`config.mk`:
```
export PLATFORM = sky130hd
export DESIGN_NAME = frps_cmd
export DESIGN_NICKNAME = d
export VERILOG_FILES = /design/src/design/frps_pkg.sv /design/src/design/frps_page_mem.sv /design/src/design/frps_cmd.sv
export VERILOG_INCLUDE_DIRS = /design/src /design/src/design
export SDC_FILE = /design/constraint.sdc
export NUM_CORES = 2
export LEC_CHECK = 0
export BUFFER_PORTS_ARGS = -buffer_cell sky130_fd_sc_hd__buf_4
export CORE_AREA = 2 2 427 429
export CTS_BUF_LIST = sky130_fd_sc_hd__clkbuf_4
export DETAILED_ROUTE_END_ITERATION = 12
export DIE_AREA = 0 0 429 431
export PLACE_DENSITY = 0.48
export SLEW_MARGIN = 30
export SYNTH_ARGS = -nofsm -noshare
export SYNTH_HDL_FRONTEND = slang
export SYNTH_SLANG_ARGS = --single-unit
```
`constraint.sdc`:
```
create_clock -name clk_i -period 12 [get_ports clk_i]
set_input_delay 1.2 -clock clk_i [delete_from_list [all_inputs] [get_ports clk_i]]
set_output_delay 1.2 -clock clk_i [all_outputs]
set_load 0.005 [all_outputs]
```
`src/design/frps_defines.svh`:
```
// Constants for the flag register and page store command interpreter.
`ifndef FRPS_DEFINES_SVH
`define FRPS_DEFINES_SVH

`define FRPS_STX          8'h02
`define FRPS_ETX          8'h03
`define FRPS_ACK          8'h06
`define FRPS_NAK          8'h15
`define FRPS_CH_0         8'h30
`define FRPS_CH_9         8'h39
`define FRPS_CH_A         8'h41
`define FRPS_CH_C         8'h43
`define FRPS_CH_F         8'h46
`define FRPS_CH_L         8'h4C
`define FRPS_CH_M         8'h4D
`define FRPS_CH_R         8'h52
`define FRPS_CH_W         8'h57
`define FRPS_HEX_ALPHA    8'h37
`define FRPS_NIB_TEN      4'hA
`define FRPS_PAGES        3'h6
`define FRPS_ITEMS        3'h6
`define FRPS_LAST_ITEM    3'h5
`define FRPS_MAX_LEN      3'h7
`define FRPS_LEN_SHORT    3'h3
`define FRPS_LEN_PAGE     3'h2
`define FRPS_REPLY_SHORT  4'h3
`define FRPS_REPLY_READ   4'hA
`define FRPS_CFG_MASK     16'h01FF
`define FRPS_WORD_ZERO    16'h0000
`define FRPS_FLAG_ITEM    3'h0

`endif

```
`src/design/frps_pkg.sv`:
```
// Types shared by the flag register and page store design.
package frps_pkg;

  typedef logic [15:0] frps_word_type;

  // Gray steps along boot, load, idle, receive, execute, respond.
  typedef enum logic [2:0] {
    ST_BOOT = 3'h0,
    ST_LOAD = 3'h1,
    ST_IDLE = 3'h3,
    ST_RECV = 3'h2,
    ST_EXEC = 3'h6,
    ST_RESP = 3'h7,
    ST_SAVE = 3'h5
  } frps_state_type;

endpackage : frps_pkg

```
`src/design/frps_page_mem.sv`:
```
// Page store: eight pages of eight words with a registered read port.
`timescale 1ns/1ps
`include "frps_defines.svh"

module frps_page_mem
  import frps_pkg::*;
(
  // Clock and reset
  input  wire logic          clk_i,
  input  wire logic          rst_n_i,
  // Access port
  input  wire logic          we_i,
  input  wire logic [5:0]    addr_i,
  input  wire frps_word_type wdata_i,
  output frps_word_type      rdata_o
);

  frps_word_type mem [0:63];
  logic [7:0]    written;
  logic [7:0]    next_written;
  frps_word_type next_rdata;

  // A page never saved reads as the factory default of all zeros.
  always_comb
  begin
    next_written = written;
    if (we_i)
    begin
      next_written[addr_i[5:3]] = 1'b1;
    end
    next_rdata = written[addr_i[5:3]] ? mem[addr_i] : `FRPS_WORD_ZERO;
  end

  always_ff @(posedge clk_i)
  begin
    if (we_i)
    begin
      mem[addr_i] <= wdata_i;
    end
  end

  always_ff @(posedge clk_i or negedge rst_n_i)
  begin
    if (!rst_n_i)
    begin
      written <= 8'h00;
      rdata_o <= `FRPS_WORD_ZERO;
    end
    else
    begin
      written <= next_written;
      rdata_o <= next_rdata;
    end
  end

endmodule : frps_page_mem

```
`src/design/frps_cmd.sv`:
```
// Framed serial command interpreter for the mode flag register and program pages.
// Behaviour
// - A flag write arrives as STX, the write code, four hex characters and ETX, and gets STX ACK ETX or STX NAK ETX.
// - The four hex characters of a flag write become the new 16-bit mode flag register.
// - A flag write changes only the working copy and never touches the page store.
// - A flag read gets STX ACK, the echoed read code, the register value and ETX, or STX NAK ETX.
// - The read reply carries the register as four hex characters over the full 0000 to FFFF range.
// - The page store is written only by a page-save command naming one page letter.
// - Six pages A to F each hold flag, manual gain, auto gain, offset, shutter speed and shutter table.
// - At power-on the page named by the mode switch is copied into the working settings.
// - A setting changed on command replaces the working value at once until power-off; the code drops such changes while a page load is in progress.
// - A page-save command for A to F writes all working page items into that page.
// - A page-load arrives as STX, the load letter, a page letter A to F and ETX, and gets ACK or NAK.
// - A completed page-load puts the stored page values into the working settings.
// - Factory default flag register contents are all zeros.
// - Configuration writes leave write-inhibited bits unchanged without error, so FFFF reads back as 01FF.
`timescale 1ns/1ps
`include "frps_defines.svh"

module frps_cmd
  import frps_pkg::*;
(
  // Clock and reset
  input  wire logic          clk_i,
  input  wire logic          resetn_i,
  // Receive byte stream from the host
  input  wire logic          rx_valid_i,
  input  wire logic [7:0]    rx_data_i,
  output logic               rx_ready_o,
  // Transmit byte stream to the host
  output logic               tx_valid_o,
  output logic [7:0]         tx_data_o,
  input  wire logic          tx_ready_i,
  // Mode switch page index, 0 to 5 for A to F
  input  wire logic [2:0]    mode_switch_i,
  // Working setting changes from other command handlers
  input  wire logic          item_we_i,
  input  wire logic [2:0]    item_sel_i,
  input  wire frps_word_type item_data_i,
  // Working settings
  output frps_word_type      flag_o,
  output frps_word_type      manual_gain_o,
  output frps_word_type      auto_gain_o,
  output frps_word_type      offset_o,
  output frps_word_type      shutter_o,
  output frps_word_type      shutter_table_o,
  output frps_word_type      config_o
);

  function automatic logic is_hex(input logic [7:0] c);
    is_hex = (c >= `FRPS_CH_0 && c <= `FRPS_CH_9) || (c >= `FRPS_CH_A && c <= `FRPS_CH_F);
  endfunction : is_hex

  function automatic logic [3:0] hex_val(input logic [7:0] c);
    logic [7:0] d;
    d = (c <= `FRPS_CH_9) ? c - `FRPS_CH_0 : c - `FRPS_HEX_ALPHA;
    hex_val = d[3:0];
  endfunction : hex_val

  function automatic logic [7:0] to_hex(input logic [3:0] n);
    to_hex = (n < `FRPS_NIB_TEN) ? `FRPS_CH_0 + {4'h0, n} : `FRPS_HEX_ALPHA + {4'h0, n};
  endfunction : to_hex

  logic                rst_meta;
  logic                rst_n;
  frps_state_type      state;
  frps_state_type      next_state;
  logic [6:0][7:0]     rx_q;
  logic [6:0][7:0]     next_rx_q;
  logic [2:0]          rx_len;
  logic [2:0]          next_rx_len;
  logic                ovf;
  logic                next_ovf;
  logic [9:0][7:0]     resp_q;
  logic [9:0][7:0]     next_resp_q;
  logic [3:0]          resp_cnt;
  logic [3:0]          next_resp_cnt;
  logic                next_tx_valid;
  logic                next_rx_ready;
  logic [5:0][15:0]    work_q;
  logic [5:0][15:0]    next_work_q;
  frps_word_type       cfg_q;
  frps_word_type       next_cfg_q;
  logic [2:0]          page;
  logic [2:0]          next_page;
  logic [2:0]          cnt;
  logic [2:0]          next_cnt;
  logic                reply;
  logic                next_reply;
  logic                mem_we;
  frps_word_type       mem_rdata;
  frps_word_type       rx_word;
  frps_word_type       rd_val;
  logic                hex_ok;
  logic                code_mf;
  logic                code_mc;
  logic                letter_ok;
  logic                dec_wflag;
  logic                dec_rflag;
  logic                dec_wcfg;
  logic                dec_bad;

  // Reset is released through two flops so every register leaves reset together.
  always_ff @(posedge clk_i or negedge resetn_i)
  begin
    if (!resetn_i)
    begin
      rst_meta <= 1'b0;
      rst_n    <= 1'b0;
    end
    else
    begin
      rst_meta <= 1'b1;
      rst_n    <= rst_meta;
    end
  end

  frps_page_mem u_mem (
    .clk_i   (clk_i),
    .rst_n_i (rst_n),
    .we_i    (mem_we),
    .addr_i  ({page, cnt}),
    .wdata_i (work_q[cnt]),
    .rdata_o (mem_rdata)
  );

  always_comb
  begin
    next_state    = state;
    next_rx_q     = rx_q;
    next_rx_len   = rx_len;
    next_ovf      = ovf;
    next_resp_q   = resp_q;
    next_resp_cnt = resp_cnt;
    next_work_q   = work_q;
    next_cfg_q    = cfg_q;
    next_page     = page;
    next_cnt      = cnt;
    next_reply    = reply;
    mem_we        = 1'b0;
    rx_word       = {hex_val(rx_q[3]), hex_val(rx_q[4]), hex_val(rx_q[5]), hex_val(rx_q[6])};
    hex_ok        = is_hex(rx_q[3]) && is_hex(rx_q[4]) && is_hex(rx_q[5]) && is_hex(rx_q[6]);
    code_mf       = rx_q[1] == `FRPS_CH_M && rx_q[2] == `FRPS_CH_F;
    code_mc       = rx_q[1] == `FRPS_CH_M && rx_q[2] == `FRPS_CH_C;
    letter_ok     = rx_q[1] >= `FRPS_CH_A && rx_q[1] <= `FRPS_CH_F;
    dec_wflag     = !ovf && rx_len == `FRPS_MAX_LEN && rx_q[0] == `FRPS_CH_W && code_mf && hex_ok;
    dec_wcfg      = !ovf && rx_len == `FRPS_MAX_LEN && rx_q[0] == `FRPS_CH_W && code_mc && hex_ok;
    dec_rflag     = !ovf && rx_len == `FRPS_LEN_SHORT && rx_q[0] == `FRPS_CH_R && (code_mf || code_mc);
    dec_bad       = !(dec_wflag || dec_wcfg || dec_rflag || (!ovf && rx_len == `FRPS_LEN_PAGE
                    && letter_ok && (rx_q[0] == `FRPS_CH_W || rx_q[0] == `FRPS_CH_L)));
    rd_val        = code_mf ? work_q[`FRPS_FLAG_ITEM] : cfg_q;
    if (tx_valid_o && tx_ready_i)
    begin
      next_resp_q   = resp_q >> 8;
      next_resp_cnt = resp_cnt - 4'h1;
    end
    // Other handlers change settings at once; a page load in progress takes priority.
    if (item_we_i && state != ST_LOAD && item_sel_i < `FRPS_ITEMS)
    begin
      next_work_q[item_sel_i] = item_data_i;
    end
    case (state)
      ST_BOOT:
      begin
        next_page  = (mode_switch_i < `FRPS_PAGES) ? mode_switch_i : 3'h0;
        next_cnt   = 3'h0;
        next_reply = 1'b0;
        next_state = ST_LOAD;
      end
      ST_LOAD:
      begin
        // Read data lags the address by one cycle, so word cnt-1 lands now.
        if (cnt != 3'h0)
        begin
          next_work_q[cnt - 3'h1] = mem_rdata;
        end
        if (cnt == `FRPS_ITEMS)
        begin
          next_state = reply ? ST_RESP : ST_IDLE;
          if (reply)
          begin
            next_resp_q   = {56'h0, `FRPS_ETX, `FRPS_ACK, `FRPS_STX};
            next_resp_cnt = `FRPS_REPLY_SHORT;
          end
        end
        else
        begin
          next_cnt = cnt + 3'h1;
        end
      end
      ST_IDLE:
      begin
        if (rx_valid_i && rx_data_i == `FRPS_STX)
        begin
          next_rx_len = 3'h0;
          next_ovf    = 1'b0;
          next_state  = ST_RECV;
        end
      end
      ST_RECV:
      begin
        if (rx_valid_i)
        begin
          if (rx_data_i == `FRPS_ETX)
          begin
            next_state = ST_EXEC;
          end
          else if (rx_data_i == `FRPS_STX)
          begin
            next_rx_len = 3'h0;
            next_ovf    = 1'b0;
          end
          else if (rx_len == `FRPS_MAX_LEN)
          begin
            next_ovf = 1'b1;
          end
          else
          begin
            next_rx_q[rx_len] = rx_data_i;
            next_rx_len       = rx_len + 3'h1;
          end
        end
      end
      ST_EXEC:
      begin
        next_state    = ST_RESP;
        next_resp_q   = {56'h0, `FRPS_ETX, `FRPS_ACK, `FRPS_STX};
        next_resp_cnt = `FRPS_REPLY_SHORT;
        next_cnt      = 3'h0;
        // Only the low three bits of the letter offset are kept; A..F map to 0..5.
        next_page     = 3'(rx_q[1] - `FRPS_CH_A);
        if (dec_bad)
        begin
          next_resp_q[1] = `FRPS_NAK;
        end
        else if (dec_wflag)
        begin
          next_work_q[`FRPS_FLAG_ITEM] = rx_word;
        end
        else if (dec_wcfg)
        begin
          next_cfg_q = (cfg_q & ~`FRPS_CFG_MASK) | (rx_word & `FRPS_CFG_MASK);
        end
        else if (dec_rflag)
        begin
          next_resp_q   = {`FRPS_ETX, to_hex(rd_val[3:0]), to_hex(rd_val[7:4]),
                           to_hex(rd_val[11:8]), to_hex(rd_val[15:12]),
                           rx_q[2], rx_q[1], rx_q[0], `FRPS_ACK, `FRPS_STX};
          next_resp_cnt = `FRPS_REPLY_READ;
        end
        else if (rx_q[0] == `FRPS_CH_W)
        begin
          next_state    = ST_SAVE;
          next_resp_cnt = 4'h0;
        end
        else
        begin
          next_reply    = 1'b1;
          next_state    = ST_LOAD;
          next_resp_cnt = 4'h0;
        end
      end
      ST_SAVE:
      begin
        mem_we = 1'b1;
        if (cnt == `FRPS_LAST_ITEM)
        begin
          next_state    = ST_RESP;
          next_resp_q   = {56'h0, `FRPS_ETX, `FRPS_ACK, `FRPS_STX};
          next_resp_cnt = `FRPS_REPLY_SHORT;
        end
        else
        begin
          next_cnt = cnt + 3'h1;
        end
      end
      ST_RESP:
      begin
        if (resp_cnt == 4'h0)
        begin
          next_state = ST_IDLE;
        end
      end
      default:
      begin
        next_state = ST_IDLE;
      end
    endcase
    next_tx_valid = next_resp_cnt != 4'h0;
    next_rx_ready = next_state == ST_IDLE || next_state == ST_RECV;
  end

  always_ff @(posedge clk_i or negedge rst_n)
  begin
    if (!rst_n)
    begin
      state      <= ST_BOOT;
      rx_q       <= '0;
      rx_len     <= 3'h0;
      ovf        <= 1'b0;
      resp_q     <= '0;
      resp_cnt   <= 4'h0;
      tx_valid_o <= 1'b0;
      rx_ready_o <= 1'b0;
      work_q     <= '0;
      cfg_q      <= `FRPS_WORD_ZERO;
      page       <= 3'h0;
      cnt        <= 3'h0;
      reply      <= 1'b0;
    end
    else
    begin
      state      <= next_state;
      rx_q       <= next_rx_q;
      rx_len     <= next_rx_len;
      ovf        <= next_ovf;
      resp_q     <= next_resp_q;
      resp_cnt   <= next_resp_cnt;
      tx_valid_o <= next_tx_valid;
      rx_ready_o <= next_rx_ready;
      work_q     <= next_work_q;
      cfg_q      <= next_cfg_q;
      page       <= next_page;
      cnt        <= next_cnt;
      reply      <= next_reply;
    end
  end

  assign tx_data_o       = resp_q[0];
  assign flag_o          = work_q[0];
  assign manual_gain_o   = work_q[1];
  assign auto_gain_o     = work_q[2];
  assign offset_o        = work_q[3];
  assign shutter_o       = work_q[4];
  assign shutter_table_o = work_q[5];
  assign config_o        = cfg_q;
endmodule : frps_cmd

```
==> summary.md <==
| Metric | Value |
|---|---|
| Layout cell share with drive strength beyond 1 | `26.11%` |
| Vias in the first global route | `34910` |
| Yosys reg bits | `1311` |
| Detailed Routing Iterations Pass 1 | `5` |
| Highest clock rate | `218.9 MHz` |
| Number of flops mapped to enable cells by yosys | `1024` |
| Netlist Area Pre-Place | `roughly 54000 um2` |
| Vias/cell | `5.390` |
| Grt total ovfl | `0` |
| Setup violators final | `0` |
| Syn Area/Cell | `15.11 um2` |
| Critical Path Fanout Max | `41` |
| Number of buffers and inverters on the critical path | `3` |
| CP max stage delay | `~840 ps` |
| CTS-repair resized insts | `0` |
| Port bufs | `about 150` |
| Signal arrival time at the worst endpoint | `5570 ps` |
| CP most frequent cell | `buf_4` |
| Global-route wire length before repair | `274100 um` |
| Worst-Margin Slew | `roughly 1000 ps` |
| Slew headroom | `a little under a third` |
| Pint | `9.183 mW` |
| CTS root buffer | `clkbuf_4` |
| Setup TNS | `0 ps` |
| RSZ-0062 raised after global routing | `no` |
| Fin Hold WS | `about 150 ps` |
| Worst Setup Start Kind | `register` |
| Sequential-to-total area share from yosys stat | `a little over two thirds` |
| Later-pin clock latency in the skew report | `1400 ps` |
| Layout area overhead | `16.30%` |
| VDD IR max | `0.1900 mV` |
| CTS Buffer Depth | `4` |
| Antenna-violating nets left | `0` |
| Commonest non-fill, non-tap cell in the layout | `edfxtp_1` |
| Setup Crit Path Kind | `reg -> reg` |
| HPWL after DPL | `119900 um` |
| CTS sink cnt | `between 1000 and 1500` |
| Initial antenna violation count | `6` |
| CP required | `13000 ps` |
| Setup slack after layout | `7431 ps` |
| Most frequent cells in the layout | `1024 x edfxtp_1, 511 x clkbuf_4, 284 x mux2i_1` |
| TritonCTS buffer count | `roughly 360` |
| Cells after Synth | `3567` |
| Delay-heaviest family, CP | `simple AND/OR/NAND/NOR gates` |
| DR top layer | `met5` |
| Metal3 WL | `around 15000 um` |
| Number of cells after detailed placement | `5993` |
| DP Worst Slack | `around 7600 ps` |
| Max-cap violations | `0` |
| Initial core utilization | `29.91%` |
| Min-delay worst type | `in -> reg` |
| Flop pwr share | `44.4%` |
| Max Slew Vio Count | `0` |
| Routed wl met2 | `approximately 92000 um` |
| Die Width | `~430 um` |
| NetSw | `5.533 mW` |
| Global placement routability congestion | `0.8703` |
| Wirelength, routed | `195500 um` |
| Cell Pwr Density | `234.8 nW/um2` |
| Filler cells | `17500` |
| Fraction of power consumed by combinational cells | `roughly 30%` |
| Core Rows | `156` |
| Wire length per cell | `29.75 um` |
| Switching Share | `37.60%` |
| Tmin final | `4569 ps` |
| Core footprint | `~180000 um2` |
| CTS tree | `done` |
| # IOs | `157` |
| Ranking of synthesized cells by area | `edfxtp_1 57%, dfrtp_1 13%, mux2i_1 5.3%, mux4_2 2.7%, mux2_2 2.5%` |
| Tot Pwr | `about 15 mW` |
| Die area | `between 150000 and 200000 um2` |
| Largest net degree at the start of global routing | `127` |
| Final std cells w/o fill | `6572` |
| Unique masters post-synth | `80` |
| Skew final | `160.3 ps` |
| DRT met1 WL | `about 84000 um` |
| Yosys top cell area share | `57.06%` |
| Synth area leader | `edfxtp_1` |
| GRT Total Usage | `about a fifth` |
| Crit. End Element | `register` |
| Warnings from Yosys | `0` |
| CP max stage cell | `dfrtp_4` |
| Die Y | `around 430 um` |
| Clk slew on worst S/H paths | `about 60 ps` |
| Clock power frac | `25.9%` |
| Post-synth top flop | `edfxtp_1` |
| Final hold vios | `0` |
| Via count | `roughly 35000` |
| Layout Nets | `4053` |
| Critical path cell sequence | `buf_4, nand2_1, nor2_2, buf_4, a22oi_1, nand3_2, buf_4` |
| Synth async-reset ratio | `21.89%` |
| Iteration-0 DRC Markers | `3885` |
| Leakage power | `22.29 nW` |
| DRC errors left | `0` |
| H-tree level count | `5` |
| Final period util | `38.07%` |
| Status | `complete, no violations` |
flip-flops by register name (all words and copies together), names as in the netlist, 3 cells and up:
register	cells
resp_q	72
manual_gain_o	16
u_mem.rdata_o	16
flag_o	16
tx_data_o	8
shutter_o	16
page	3
rx_len	3
rx_q	56
auto_gain_o	16
shutter_table_o	16
u_mem.written	8
cnt	3
state	3
config_o	9
resp_cnt	4
u_mem.mem	1024
offset_o	16
kinds of logic (layout without fill, tap and decap cells):
group / count (synthesis) / after routing / share of synthesized area, %
AOI/OAI and AO/OA: 832 / 832 / 10.45
other: 2 / 20 / 0.01394
muxes: 468 / 468 / 10.48
DFF: 1311 / 1311 / 70.39
and+or+nand+nor: 642 / 642 / 5.556
buffers and inverters: 263 / 880 / 2.090
xor gates and xnor gates: 16 / 16 / 0.2601
adders and majority gates: 33 / 33 / 0.7662
repair_timing:
| action | CTS | global route |
|---|---|---|
| buffers inserted | 0 | 0 |
| hold buffers | 1 | 0 |
| hold endpoints to repair | 2 | 0 |
path summary, 6_finish.rpt:
kind                       slack (ps)           endpoint          from  depth (start not counted)
setup / recovery                 7430  u_mem.mem[42][12]        cnt[2]                          7
hold / removal                    150           rx_q[40]  rx_data_i[0]                          3
hold reg to reg                   360              rst_n      rst_meta                          0
max in group asynchronous        9670         resp_q[70]         rst_n                          2
setup reg to reg                 7430  u_mem.mem[42][12]        cnt[2]                          7
min in group asynchronous         180              rst_n      resetn_i                          2
worst register-to-register path, stage by stage (launching register included):
cell and delay (ps):
dfrtp_4 840, buf_4 690, nand2_1 640, nor2_2 330, buf_4 410, a22oi_1 200, nand3_2 640, buf_4 510
power by group through the flow:
stage	logic [mW]	registers, mW	clock network [mW]
after floorplan	2.07	6.43	0
after global placement	4.32	6.62	0
after detailed placement	4.35	6.62	0
after CTS	4.36	6.53	3.90
after global routing	4.57	6.55	4.13
final	4.37	6.54	3.81
stage by stage:
stage	area [um2]	utilization, %
floorplan	53910	-
global placement	58400	32.42
detailed placement	58510	32.48
CTS	62600	34.75
global route	62660	34.78
finish	62670	34.79
cells in the mapped netlist (all sizes together) (10+ instances only):
cell     number
o2bb2ai      12
nand3        34
a21oi       141
o21ai       182
a22oi       131
o211ai       21
a211oi       16
or3          13
edfxtp     1024
nor4         11
mux2        119
xnor2        14
buf          94
mux2i       284
and2         12
a41oi        11
nor3b        11
nand2b       21
ha           33
nor3         17
nor4b        10
nor2b        15
a22o         26
a221oi      106
inv          28
and3         20
o22a         10
nand2       262
nor2        185
a31oi        24
a221o        13
mux4         65
dfrtp       287
o22ai        75
clkbuf      138
cell type report:
class                      count  area (um2)  area share (%)
sequential                  1311       37950           60.55
tap                         2370        2965           4.731
clock buffer                 511        3836           6.121
inverter                      31       117.6          0.1877
timing repair buffer         284        2212           3.530
multi-input combinational   1999       15320           24.45
clock inverter                54       242.7          0.3873
antenna                       12       30.03         0.04791
routing by layer:
metal | GRT usage, % | up-vias
li1 | - | 15050
met2 | 32.83 | 1671
met1 | 28.10 | 18370
met5 | 0 | -
met4 | 7.177 | 2
met3 | 4.393 | 334
Note: power is estimated with default switching activity, not from simulation.
